`src/common/apg_pkg.sv`:
```
`default_nettype none
package apg_pkg;
   ////////////////////////////////////////////////////////////////////////
   // Register port
   localparam int APG_DW = 16;
   localparam logic APG_REG_IND_ADDR = 1'b0;
   localparam logic APG_REG_IND_DATA = 1'b1;
   localparam int APG_IA_BUSY = 15;
   localparam int APG_IA_RWB = 14;
   localparam int APG_IA_LOC_LSB = 6;
   localparam int APG_IA_PATH_LSB = 0;
   localparam logic [15:0] APG_ZERO16 = 16'h0000;

   // Indirect locations
   localparam logic [3:0] APG_LOC_RX_OH = 4'h5;
   localparam logic [3:0] APG_LOC_GEN_CFG = 4'h8;
   localparam logic [3:0] APG_LOC_STATE_HI = 4'h9;
   localparam logic [3:0] APG_LOC_STATE_LO = 4'hA;
   localparam logic [3:0] APG_LOC_B1_VAL = 4'hB;

   // generator_path_config fields
   localparam int APG_CFG_AUTO = 0;
   localparam int APG_CFG_INV = 1;
   localparam int APG_CFG_FORCE = 3;
   localparam int APG_CFG_REPL = 4;
   localparam int APG_CFG_SEQ = 5;
   localparam int APG_CFG_SS_LSB = 6;
   localparam int APG_CFG_AIS_IGN = 8;
   localparam int APG_CFG_ENA = 12;
   localparam logic [15:0] APG_CFG_RW_MASK = 16'h33F3;
   localparam logic [15:0] APG_CFG_RESET = 16'h0000;

   // Pattern generator
   localparam int APG_PRBS_LEN = 23;
   localparam int APG_PRBS_TAP_A = 22;
   localparam int APG_PRBS_TAP_B = 17;
   localparam int APG_STATE_HI_LSB = 7;
   localparam logic [22:0] APG_PRBS_RESET = 23'h00_0000;
   localparam logic [7:0] APG_ERR_MASK = 8'h80;
   localparam int APG_H1_SS_LSB = 2;

   // Autonomous frame geometry, byte interleaved paths
   localparam int APG_NUM_PATHS = 12;
   localparam int APG_GROUPS = 90;
   localparam int APG_ROWS = 9;
   localparam int APG_TOH_GROUPS = 3;
   localparam int APG_POH_GROUP = 3;
   localparam int APG_ROW_B1E1 = 1;
   localparam int APG_ROW_H1 = 3;
   localparam int APG_GRP_B1 = 0;
   localparam int APG_GRP_E1 = 1;
   localparam int APG_GRP_H1 = 0;

   ////////////////////////////////////////////////////////////////////////
   typedef enum logic [2:0] {
      APG_KIND_TOH, APG_KIND_POH, APG_KIND_PAYLOAD,
      APG_KIND_B1, APG_KIND_E1, APG_KIND_H1
   } apg_kind_t;

   typedef struct packed {
      logic valid;
      logic [3:0] path;
      apg_kind_t kind;
      logic [7:0] data;
   } apg_slot_t;

   typedef struct packed {
      logic rwb;
      logic [3:0] loc;
      logic [3:0] path;
   } apg_access_t;

   typedef enum logic {APG_IA_IDLE, APG_IA_XFER} apg_ia_state_t;
endpackage : apg_pkg
`default_nettype wire

```
`src/logic/apg_add_pattern_gen_mon.sv`:
```
`timescale 1ns/1ps
`default_nettype none
module apg_add_pattern_gen_mon #(
   parameter int NUM_PATHS = apg_pkg::APG_NUM_PATHS
) (
   // Clock and reset
   input wire logic mclk,
   input wire logic reset,
   // Register port
   input wire logic regAddr,
   input wire logic regWrite,
   input wire logic regRead,
   input wire logic [apg_pkg::APG_DW-1:0] regWdata,
   output logic [apg_pkg::APG_DW-1:0] regRdata,
   // Add bus in, transmit path out
   input wire apg_pkg::apg_slot_t addSlot,
   input wire logic [NUM_PATHS-1:0] concatSlave,
   output apg_pkg::apg_slot_t txSlot,
   // Pins
   input wire logic addFramePulseInput,
   input wire logic [NUM_PATHS-1:0] externalAisRequest,
   output logic [NUM_PATHS-1:0] aisInsert
);
   import apg_pkg::*;

   function automatic logic [22:0] prbsStep8(input logic [22:0] s);
      logic [22:0] t;
      t = s;
      for (int i = 0; i < 8; i++) begin
         t = {t[APG_PRBS_LEN-2:0], t[APG_PRBS_TAP_A] ^ t[APG_PRBS_TAP_B]};
      end
      return t;
   endfunction : prbsStep8

   function automatic logic pathOk(input logic [3:0] p);
      return (p != 4'h0) && (int'(p) <= NUM_PATHS);
   endfunction : pathOk

   ////////////////////////////////////////////////////////////////////////
   // Per-path storage
   logic [15:0] cfg_r [NUM_PATHS];
   logic [22:0] lfsr_r [NUM_PATHS];
   logic [7:0] seqCnt_r [NUM_PATHS];
   logic [7:0] b1Val_r [NUM_PATHS];
   logic [7:0] recB1_r [NUM_PATHS];
   logic [7:0] recE1_r [NUM_PATHS];
   logic [NUM_PATHS-1:0] forceErr_r;

   ////////////////////////////////////////////////////////////////////////
   // Pin synchronisers
   logic fpMeta_r, fpSync_r, fpDly_r;
   logic [NUM_PATHS-1:0] aisMeta_r, aisSync_r;
   logic frameStart;

   always_ff @(posedge mclk) begin
      if (reset) begin
         fpMeta_r <= 1'b0;
         fpSync_r <= 1'b0;
         fpDly_r <= 1'b0;
         aisMeta_r <= '0;
         aisSync_r <= '0;
      end else begin
         fpMeta_r <= addFramePulseInput;
         fpSync_r <= fpMeta_r;
         fpDly_r <= fpSync_r;
         aisMeta_r <= externalAisRequest;
         aisSync_r <= aisMeta_r;
      end
   end

   assign frameStart = fpSync_r & ~fpDly_r;

   ////////////////////////////////////////////////////////////////////////
   // Autonomous frame position, restarted by the J0 pulse
   logic [3:0] slotCnt_r;
   logic [6:0] groupCnt_r;
   logic [3:0] rowCnt_r;

   always_ff @(posedge mclk) begin
      if (reset || frameStart) begin
         slotCnt_r <= '0;
         groupCnt_r <= '0;
         rowCnt_r <= '0;
      end else if (int'(slotCnt_r) != NUM_PATHS - 1) begin
         slotCnt_r <= slotCnt_r + 4'd1;
      end else begin
         slotCnt_r <= '0;
         if (int'(groupCnt_r) != APG_GROUPS - 1) begin
            groupCnt_r <= groupCnt_r + 7'd1;
         end else begin
            groupCnt_r <= '0;
            rowCnt_r <= (int'(rowCnt_r) == APG_ROWS - 1) ? 4'd0 :
                        rowCnt_r + 4'd1;
         end
      end
   end

   apg_kind_t autoKind;
   always_comb begin
      if (int'(groupCnt_r) == APG_POH_GROUP) begin
         autoKind = APG_KIND_POH;
      end else if (int'(groupCnt_r) >= APG_TOH_GROUPS) begin
         autoKind = APG_KIND_PAYLOAD;
      end else if (int'(rowCnt_r) == APG_ROW_B1E1 &&
                   int'(groupCnt_r) == APG_GRP_B1) begin
         autoKind = APG_KIND_B1;
      end else if (int'(rowCnt_r) == APG_ROW_B1E1 &&
                   int'(groupCnt_r) == APG_GRP_E1) begin
         autoKind = APG_KIND_E1;
      end else if (int'(rowCnt_r) == APG_ROW_H1 &&
                   int'(groupCnt_r) == APG_GRP_H1) begin
         autoKind = APG_KIND_H1;
      end else begin
         autoKind = APG_KIND_TOH;
      end
   end

   ////////////////////////////////////////////////////////////////////////
   // Byte slot processing
   logic [3:0] autoPath;
   logic autoSel, curOk, advance, applyErr;
   apg_slot_t cur, nxt;
   int unsigned idx;
   logic [15:0] curCfg;
   logic [7:0] pattern, patOut;
   logic [22:0] lfsrNxt;

   assign autoPath = slotCnt_r + 4'd1;

   always_comb begin
      autoSel = cfg_r[int'(slotCnt_r)][APG_CFG_AUTO];
      cur = addSlot;
      if (autoSel) begin
         cur.valid = 1'b1;
         cur.path = autoPath;
         cur.kind = autoKind;
         cur.data = 8'h00;
      end
      curOk = cur.valid && pathOk(cur.path);
      idx = curOk ? int'(cur.path) - 1 : 0;
      curCfg = cfg_r[idx];
      lfsrNxt = prbsStep8(lfsr_r[idx]);
      pattern = curCfg[APG_CFG_SEQ] ? seqCnt_r[idx] : lfsrNxt[7:0];
      advance = curOk && cur.kind == APG_KIND_PAYLOAD &&
                curCfg[APG_CFG_ENA];
      applyErr = advance && forceErr_r[idx];
      patOut = pattern ^ {8{curCfg[APG_CFG_INV]}};
      if (applyErr) begin
         patOut = patOut ^ APG_ERR_MASK;
      end
      nxt = cur;
      if (curOk) begin
         case (cur.kind)
            APG_KIND_PAYLOAD: begin
               if (advance) begin
                  nxt.data = patOut;
               end
            end
            // Independent of the insert enable on purpose
            APG_KIND_B1: begin
               if (curCfg[APG_CFG_REPL]) begin
                  nxt.data = b1Val_r[idx];
               end
            end
            APG_KIND_E1: begin
               if (curCfg[APG_CFG_REPL]) begin
                  nxt.data = ~b1Val_r[idx];
               end
            end
            APG_KIND_H1: begin
               if (autoSel && concatSlave[idx]) begin
                  nxt.data[APG_H1_SS_LSB +: 2] =
                     curCfg[APG_CFG_SS_LSB +: 2];
               end
            end
            default: begin
            end
         endcase
      end
   end

   always_ff @(posedge mclk) begin
      if (reset) begin
         txSlot <= '0;
      end else begin
         txSlot <= nxt;
      end
   end

   always_ff @(posedge mclk) begin
      if (reset) begin
         aisInsert <= '0;
      end else begin
         for (int p = 0; p < NUM_PATHS; p++) begin
            aisInsert[p] <= aisSync_r[p] &
                            ~cfg_r[p][APG_CFG_AIS_IGN];
         end
      end
   end

   ////////////////////////////////////////////////////////////////////////
   // Indirect access
   apg_ia_state_t iaState_r;
   apg_access_t iaReq_r;
   logic [15:0] dataReg_r;
   logic xferWr, xferRd;
   int unsigned reqIdx;

   always_ff @(posedge mclk) begin
      if (reset) begin
         iaState_r <= APG_IA_IDLE;
         iaReq_r <= '0;
      end else begin
         case (iaState_r)
            APG_IA_IDLE: begin
               if (regWrite && regAddr == APG_REG_IND_ADDR) begin
                  iaReq_r.rwb <= regWdata[APG_IA_RWB];
                  iaReq_r.loc <= regWdata[APG_IA_LOC_LSB +: 4];
                  iaReq_r.path <= regWdata[APG_IA_PATH_LSB +: 4];
                  iaState_r <= APG_IA_XFER;
               end
            end
            APG_IA_XFER: begin
               iaState_r <= APG_IA_IDLE;
            end
            default: begin
               iaState_r <= APG_IA_IDLE;
            end
         endcase
      end
   end

   assign xferWr = iaState_r == APG_IA_XFER && !iaReq_r.rwb &&
                   pathOk(iaReq_r.path);
   assign xferRd = iaState_r == APG_IA_XFER && iaReq_r.rwb;
   assign reqIdx = pathOk(iaReq_r.path) ? int'(iaReq_r.path) - 1 : 0;

   logic [15:0] locData;
   always_comb begin
      locData = APG_ZERO16;
      if (pathOk(iaReq_r.path)) begin
         case (iaReq_r.loc)
            APG_LOC_RX_OH: locData = {recE1_r[reqIdx], recB1_r[reqIdx]};
            // Error inject is never stored in cfg_r, so it reads zero
            APG_LOC_GEN_CFG: locData = cfg_r[reqIdx];
            APG_LOC_STATE_HI: begin
               locData = lfsr_r[reqIdx][APG_PRBS_LEN-1:APG_STATE_HI_LSB];
            end
            APG_LOC_STATE_LO: begin
               locData = {9'h000, lfsr_r[reqIdx][APG_STATE_HI_LSB-1:0]};
            end
            APG_LOC_B1_VAL: locData = {8'h00, b1Val_r[reqIdx]};
            default: locData = APG_ZERO16;
         endcase
      end
   end

   always_ff @(posedge mclk) begin
      if (reset) begin
         dataReg_r <= APG_ZERO16;
      end else if (xferRd) begin
         dataReg_r <= locData;
      end else if (regWrite && regAddr == APG_REG_IND_DATA) begin
         dataReg_r <= regWdata;
      end
   end

   always_ff @(posedge mclk) begin
      if (reset) begin
         regRdata <= APG_ZERO16;
      end else if (regRead) begin
         if (regAddr == APG_REG_IND_DATA) begin
            regRdata <= dataReg_r;
         end else begin
            regRdata <= APG_ZERO16;
            regRdata[APG_IA_BUSY] <= iaState_r == APG_IA_XFER;
            regRdata[APG_IA_RWB] <= iaReq_r.rwb;
            regRdata[APG_IA_LOC_LSB +: 4] <= iaReq_r.loc;
            regRdata[APG_IA_PATH_LSB +: 4] <= iaReq_r.path;
         end
      end
   end

   ////////////////////////////////////////////////////////////////////////
   // Per-path state updates
   always_ff @(posedge mclk) begin
      for (int p = 0; p < NUM_PATHS; p++) begin
         if (reset) begin
            cfg_r[p] <= APG_CFG_RESET;
            b1Val_r[p] <= 8'h00;
         end else if (xferWr && reqIdx == p) begin
            if (iaReq_r.loc == APG_LOC_GEN_CFG) begin
               cfg_r[p] <= dataReg_r & APG_CFG_RW_MASK;
            end
            if (iaReq_r.loc == APG_LOC_B1_VAL) begin
               b1Val_r[p] <= dataReg_r[7:0];
            end
         end
      end
   end

   // A software load wins over the byte advance in the same cycle
   always_ff @(posedge mclk) begin
      for (int p = 0; p < NUM_PATHS; p++) begin
         if (reset) begin
            lfsr_r[p] <= APG_PRBS_RESET;
            seqCnt_r[p] <= 8'h00;
         end else if (xferWr && reqIdx == p &&
                      iaReq_r.loc == APG_LOC_STATE_HI) begin
            lfsr_r[p][APG_PRBS_LEN-1:APG_STATE_HI_LSB] <= dataReg_r;
         end else if (xferWr && reqIdx == p &&
                      iaReq_r.loc == APG_LOC_STATE_LO) begin
            lfsr_r[p][APG_STATE_HI_LSB-1:0] <=
               dataReg_r[APG_STATE_HI_LSB-1:0];
         end else if (advance && idx == p) begin
            if (curCfg[APG_CFG_SEQ]) begin
               seqCnt_r[p] <= seqCnt_r[p] + 8'd1;
            end else begin
               lfsr_r[p] <= lfsrNxt;
            end
         end
      end
   end

   // Set by the write wins over the clear by use
   always_ff @(posedge mclk) begin
      for (int p = 0; p < NUM_PATHS; p++) begin
         if (reset) begin
            forceErr_r[p] <= 1'b0;
         end else if (xferWr && reqIdx == p &&
                      iaReq_r.loc == APG_LOC_GEN_CFG &&
                      dataReg_r[APG_CFG_FORCE]) begin
            forceErr_r[p] <= 1'b1;
         end else if (applyErr && idx == p) begin
            forceErr_r[p] <= 1'b0;
         end
      end
   end

   // Capture from the add bus, whatever mode the generator is in
   always_ff @(posedge mclk) begin
      for (int p = 0; p < NUM_PATHS; p++) begin
         if (reset) begin
            recB1_r[p] <= 8'h00;
            recE1_r[p] <= 8'h00;
         end else if (addSlot.valid && pathOk(addSlot.path) &&
                      int'(addSlot.path) == p + 1) begin
            if (addSlot.kind == APG_KIND_B1) begin
               recB1_r[p] <= addSlot.data;
            end
            if (addSlot.kind == APG_KIND_E1) begin
               recE1_r[p] <= addSlot.data;
            end
         end
      end
   end
endmodule : apg_add_pattern_gen_mon
`default_nettype wire

```
`config.mk`:
```
export PLATFORM = sky130hd
export DESIGN_NAME = apg_add_pattern_gen_mon
export DESIGN_NICKNAME = d
export VERILOG_FILES = /design/src/common/apg_pkg.sv /design/src/logic/apg_add_pattern_gen_mon.sv
export SDC_FILE = /design/constraint.sdc
export NUM_CORES = 2
export LEC_CHECK = 0
export BUFFER_PORTS_ARGS = -buffer_cell sky130_fd_sc_hd__buf_2
export CAP_MARGIN = 20
export CORE_AREA = 2 2 323 325
export CTS_BUF_LIST = sky130_fd_sc_hd__clkbuf_4
export DETAILED_ROUTE_END_ITERATION = 8
export DIE_AREA = 0 0 325 327
export PLACE_DENSITY = 0.65
export SYNTH_ARGS = -nofsm -noshare
export SYNTH_HDL_FRONTEND = slang
export SYNTH_SLANG_ARGS = --single-unit
```
`constraint.sdc`:
```
create_clock -name mclk -period 17.85 [get_ports mclk]
set_input_delay 0.8925 -clock mclk [delete_from_list [all_inputs] [get_ports mclk]]
set_output_delay 0.8925 -clock mclk [all_outputs]
set_load 0.005 [all_outputs]
```
# Word-level counts from Yosys, hierarchy flattened
# Memory sizes are Yosys's and may differ from the RTL's. A register that Yosys moved wholly into a read port is not among the register bits.
# Cells that the tools add are included.
# W data, S select, Z words.
op_classes:
  addsub: 17
  n_lt_le_gt_ge: 5
  eq_ne: 52
  mux: 520
  bitwise_logic: 149
  reduce_logical: 137
op_table:
  columns: ["op", "count"]
  rows:
  - ["$mux W16", 29]
  - ["$mux W8", 54]
  - ["$mux W1", 383]
  - ["$eq A32 B3 Y1 const B", 8]
  - ["$eq A32 B4 Y1 const B", 8]
  - ["$mux W7", 25]
  - ["$eq A32 B2 Y1 const B", 4]
  - ["$mux W10", 12]
  - ["$logic_and A1 B1 Y1", 113]
  - ["$or A1 B1 Y1", 108]
  - ["$add A8 B1 Y8 const B", 12]
  - ["$pmux W16 S5", 1]
  - ["$eq A32 B1 Y1 const B", 2]
  - ["$logic_not A32 Y1", 2]
  - ["$mux W32", 2]
  - ["$eq A4 B4 Y1 const B", 13]
  - ["$lt A32 B5 Y1 const B", 1]
  - ["$reduce_bool A2 Y1", 13]
  - ["$eq A4 B3 Y1 const B", 5]
  - ["$not A1 Y1", 18]
  - ["$mux W3", 5]
  - ["$and A1 B1 Y1", 13]
  - ["$le A4 B4 Y1 const B", 3]
  - ["$pmux W4 S3", 1]
  - ["other kinds (26)", 45]
word_totals:
  ff_bits: 124
  ramBits: 780
  inputBits: 62
  output_inout_bits: 44
  wordCells: 917
  n_memories: 6
mem_list:
  columns: ["memory", "depth", "word_bits", "rd", "rd_ports_with_merged_regs", "wr", "line_no", "source"]
  rows:
  - ["lfsr_r", 12, 23, 2, 0, 12, "apg_add_pattern_gen_mon.sv:42", "logic [22:0] lfsr_r [NUM_PATHS];"]
  - ["cfg_r", 12, 10, 15, 1, 12, "apg_add_pattern_gen_mon.sv:41", "logic [15:0] cfg_r [NUM_PATHS];"]
  - ["b1Val_r", 12, 8, 2, 0, 12, "apg_add_pattern_gen_mon.sv:44", "logic [7:0] b1Val_r [NUM_PATHS];"]
  - ["recB1_r", 12, 8, 1, 0, 12, "apg_add_pattern_gen_mon.sv:45", "logic [7:0] recB1_r [NUM_PATHS];"]
  - ["recE1_r", 12, 8, 1, 0, 12, "apg_add_pattern_gen_mon.sv:46", "logic [7:0] recE1_r [NUM_PATHS];"]
  - ["seqCnt_r", 12, 8, 13, 0, 12, "apg_add_pattern_gen_mon.sv:43", "logic [7:0] seqCnt_r [NUM_PATHS];"]

# Depth between registers and ports, before layout
# An unclocked memory read counts as a cell.
depth:
  depth_word: 21
  ltp_mapped: 29

# Worst setup path before layout
# Ideal clock, no wire load.
synth_path:
  kind: "input port to flip-flop"
  from: "input addSlot[11] in the netlist's numbering"
  to: "memory lfsr_r[10][10], enable pin"
  setup_ns: 0.394
  t_arrival_ns: 6.161
  t_required_ns: 17.456
  path_slack_ns: 11.294
  cell_stages: 27
  path_buffers: 9
  cell_sequence: "inv_1 > a21oi_1 > o21ai_0 > o21ai_4 > inv_2 > buf_6 > buf_12 > buf_8 > buf_4 > buf_2 > buf_2 > ha_1 > inv_1 > mux4_2 > o21ai_0 > mux2_4 > nand2b_1 > buf_6 > a22o_1 > o32a_1 > o21a_1 > buf_6 > nor3_4 > and2_2 > nand2_2 > buf_2 > o211ai_1"
synth_lines:
  columns: ["element", "line_no", "source"]
  rows:
  - ["start, declared", "apg_add_pattern_gen_mon.sv:16", "input wire apg_pkg::apg_slot_t addSlot,"]
  - ["end, declared", "apg_add_pattern_gen_mon.sv:42", null]

==> flow_metrics.py <==
metrics = {
    "run_status": {
        "status": "completed",
    },
    "timing": {
        "clock-skew-final_ns": 0.105,
        "fmax_ghz": 0.114,
        "drv_slew": 0,
        "worst_pin_slew_ns": 1.21,
        "tns_ns": 0,
        "fin_crit_sh_pct": 49.1,
        "rsz0062_at_grt": "no",
        "slew_headroom_pct": 18.4,
        "finalSetupViolCount": 0,
        "whs_ns": 0.0717,
        "post-route-min-period_ns": 8.76,
        "hold_viol_final": 0,
    },
    "critical_path": {
        "r2r_slack_ns": 9.09,
        "crit_start": "slotCnt_r[0]$_SDFF_PP0_",
        "r2r-start": "slotCnt_r[0]$_SDFF_PP0_",
        "reg2reg_to": "lfsr_r[0][19]$_DFFE_PP_",
        "cp.required_ns": 18.72,
        "critPathMaxStageDelay_ns": 0.70,
        "cp_cell_sequence": "mux2_2 > o22a_1 > a22oi_4 > o21ai_4 > buf_4 > inv_6 > ha_4 > clkinv_1 > buf_4 > nor3_1 > nand3_1 > o221ai_2 > buf_4 > nand2b_4 > buf_4 > a22oi_1 > nand4_1 > o311a_2 > nand3_4 > nor2_1 > nand2_1 > o211ai_1 > buf_4",
        "worstPathArrival_ns": 9.63,
        "critPathCapture": "lfsr_r[0][19]$_DFFE_PP_",
        "path_buf_inv": 7,
        "r2r_cells": 23,
        "crit_type": "reg -> reg",
        "critPathLaunchType": "flop",
        "cp.depth": 23,
        "crit_path_frequent_cell": "buf_4",
        "cp_top_family": "buffers and inverters",
        "crit_path_top_delay_cell": "buf_4",
        "endpoint_kind": "flop",
        "critPathMaxFanout": 65,
    },
    "die": {
        "die_height_um": 327,
        "rows": 118,
        "io_pins": 106,
        "coreArea_mm2": 0.103,
        "dieArea_mm2": 0.106,
        "initial_core_util_pct": 49.5,
        "die_w_um": 325,
    },
    "pwr": {
        "leakagePower_nw": 19.7,
        "power_density_mw_per_mm2": 105,
        "vdd_ir_drop_max_v": 0.0000804,
    },
    "finish": {
        "area_delta_synth_final_pct": 10.0,
        "drive_gt1_share_pct": 13.9,
        "nets": 5368,
    },
    "clocking": {
        "postCtsResizedCells": 0,
        "cts_root_buffer": "clkbuf_4",
        "cts.sinks": 904,
        "cts_tree": "built",
        "numCtsBuffers": 237,
        "clk_latency_ns": 1.22,
        "htree_num_levels": 4,
        "cts_hold_buf": 17,
        "cts_max_path_buffers": 3,
        "cts_setup_buffers": 0,
        "path_clk_slew_ns": 0.07,
    },
    "yosys": {
        "synthMuxAreaShare_pct": 5.64,
        "synth_top_area_share_pct": 46.0,
        "synth.net_count": 5305,
        "yosys.cell_types.count": 98,
        "synthTopCellsByArea": "edfxtp_1, mux2i_1, dfxtp_1",
        "synth_compound_area_share_pct": 18.3,
        "synthSimpleGateAreaFrac_pct": 18.7,
        "async_flop_share_pct": 0,
        "yosys.area_share.xor_xnor_pct": 1.55,
        "synthFlopType": "edfxtp_1",
        "synth_top_family_by_area": "simple AND/OR/NAND/NOR gates",
        "synth_fa_ha_area_share_pct": 0.515,
        "yosysMostFrequentCell": "edfxtp_1",
        "synth_seq_area_share_pct": 50.8,
        "synth_edf_count": 780,
        "yosys_warnings": 0,
        "ys_top_cells_by_count": "edfxtp_1, nand2_1, o21ai_0, nor2_1, and2_1",
        "avgSynthCellArea_um2": 9.76,
        "synth_cells": 5222,
        "synth_area_mm2": 0.0510,
        "synth_seq_cells": 904,
        "synth_top_cell_by_area": "edfxtp_1",
    },
    "global_route": {
        "grt_pass1_wl_um": 272000,
        "grt_pass1_vias": 41500,
        "grt_max_degree": 181,
        "antenna_found_initial": 10,
        "track_usage_pct": 34.3,
        "grt_overflow_total": 0,
    },
    "placement": {
        "port_buffers": 105,
        "gp_congestion": 0.968,
        "hpwl_um": 120000,
    },
    "detailed_routing": {
        "postRouteAntennaNets": 0,
        "drc": 0,
        "drt_first_pass_iters": 8,
        "routed-via-count": 44600,
        "totalWireLength_um": 187000,
        "drt_iter0_markers": 6304,
        "vias_per_cell": 6.50,
        "wl_per_cell_um": 27.3,
    },
    "min_path": {
        "hold_path_depth": 3,
        "hold_class": "in -> reg",
        "worstHoldStart": "regWdata[11]",
    },
    "flow_run": {
        "max_cap_viol_count": 0,
    },
}
[layer usage]
metal / wire length (um) / up-vias / part of all wire (%) / global-route usage [%]
met1: 69100 / 21300 / 37 / 43.5
met3: 22600 / 693 / 12 / 8.89
met5: 22 / - / 0.012 / 0
met2: 82900 / 3076 / 44 / 52.5
met4: 12600 / 4 / 6.7 / 21.1
li1: - / 19500 / - / -
[per-stage QoR]
stage	cells	worst slack [ns]	utilization, %	power (mW)	cell area, um2
after floorplan	5222	11.29	-	3.35	51000
after global placement	6371	8.85	51.1	3.99	52600
after detailed placement	6379	8.68	51.1	4.00	52600
after CTS	6823	9.03	54.3	5.83	55800
after global routing	6859	8.76	54.5	6.06	56100
final	6864	9.09	54.5	5.91	56100
[flip-flops by register name, indices dropped and copies added, names as in the netlist, 16 cells and up]
signal	count
b1Val_r	96
cfg_r	120
dataReg_r	16
lfsr_r	276
recB1_r	96
recE1_r	96
regRdata	16
seqCnt_r	96
txSlot	16
[tightest hold or removal path: stages]
cell      delay, ns
buf_2          0.13
a21oi_1        0.12
a211oi_1       0.08
[cells by family after synthesis]
family          Yosys count
compound gates         1409
xor+xnor                 90
fa+ha+maj                21
buf+inv                 549
flops                   904
mux                     280
simple gates           1969
[cells in the final DEF (no fill, tap or decap), types with 127 or more instances in the layout]
master and count:
a21oi_1 219, a22o_1 127, and2_1 370, buf_4 144
clkbuf_4 339, edfxtp_1 780, mux2i_1 250, nand2_1 623
nor2_1 406, nor3_1 138, o21ai_0 467
[cell type report]
cell class,count,area (um2)
diodes,11,27.5
inverters,72,277
flip-flops and latches,904,25900
clock buffers,336,2520
clock inverters,91,513
fillers,9247,46800
multi-input cells,3769,23000
repair buffers,301,2140
well taps,1380,1730
[worst min path at each step]
stage,endpoint
finish,dataReg_r[11]$_SDFFE_PP0P_
global route,dataReg_r[11]$_SDFFE_PP0P_
CTS,iaReq_r[1]$_SDFFE_PP0P_
detailed placement,aisSync_r[10]$_SDFF_PP0_
global placement,aisSync_r[9]$_SDFF_PP0_
floorplan,fpDly_r$_SDFF_PP0_
[where the power goes]
| part | switching (mW) | internal [mW] |
|---|---|---|
| Sequential | 0.0729 | 2.38 |
| Combinational | 1.19 | 0.410 |
| Clock | 0.919 | 0.938 |
Power figures use the tool's default switching activity.
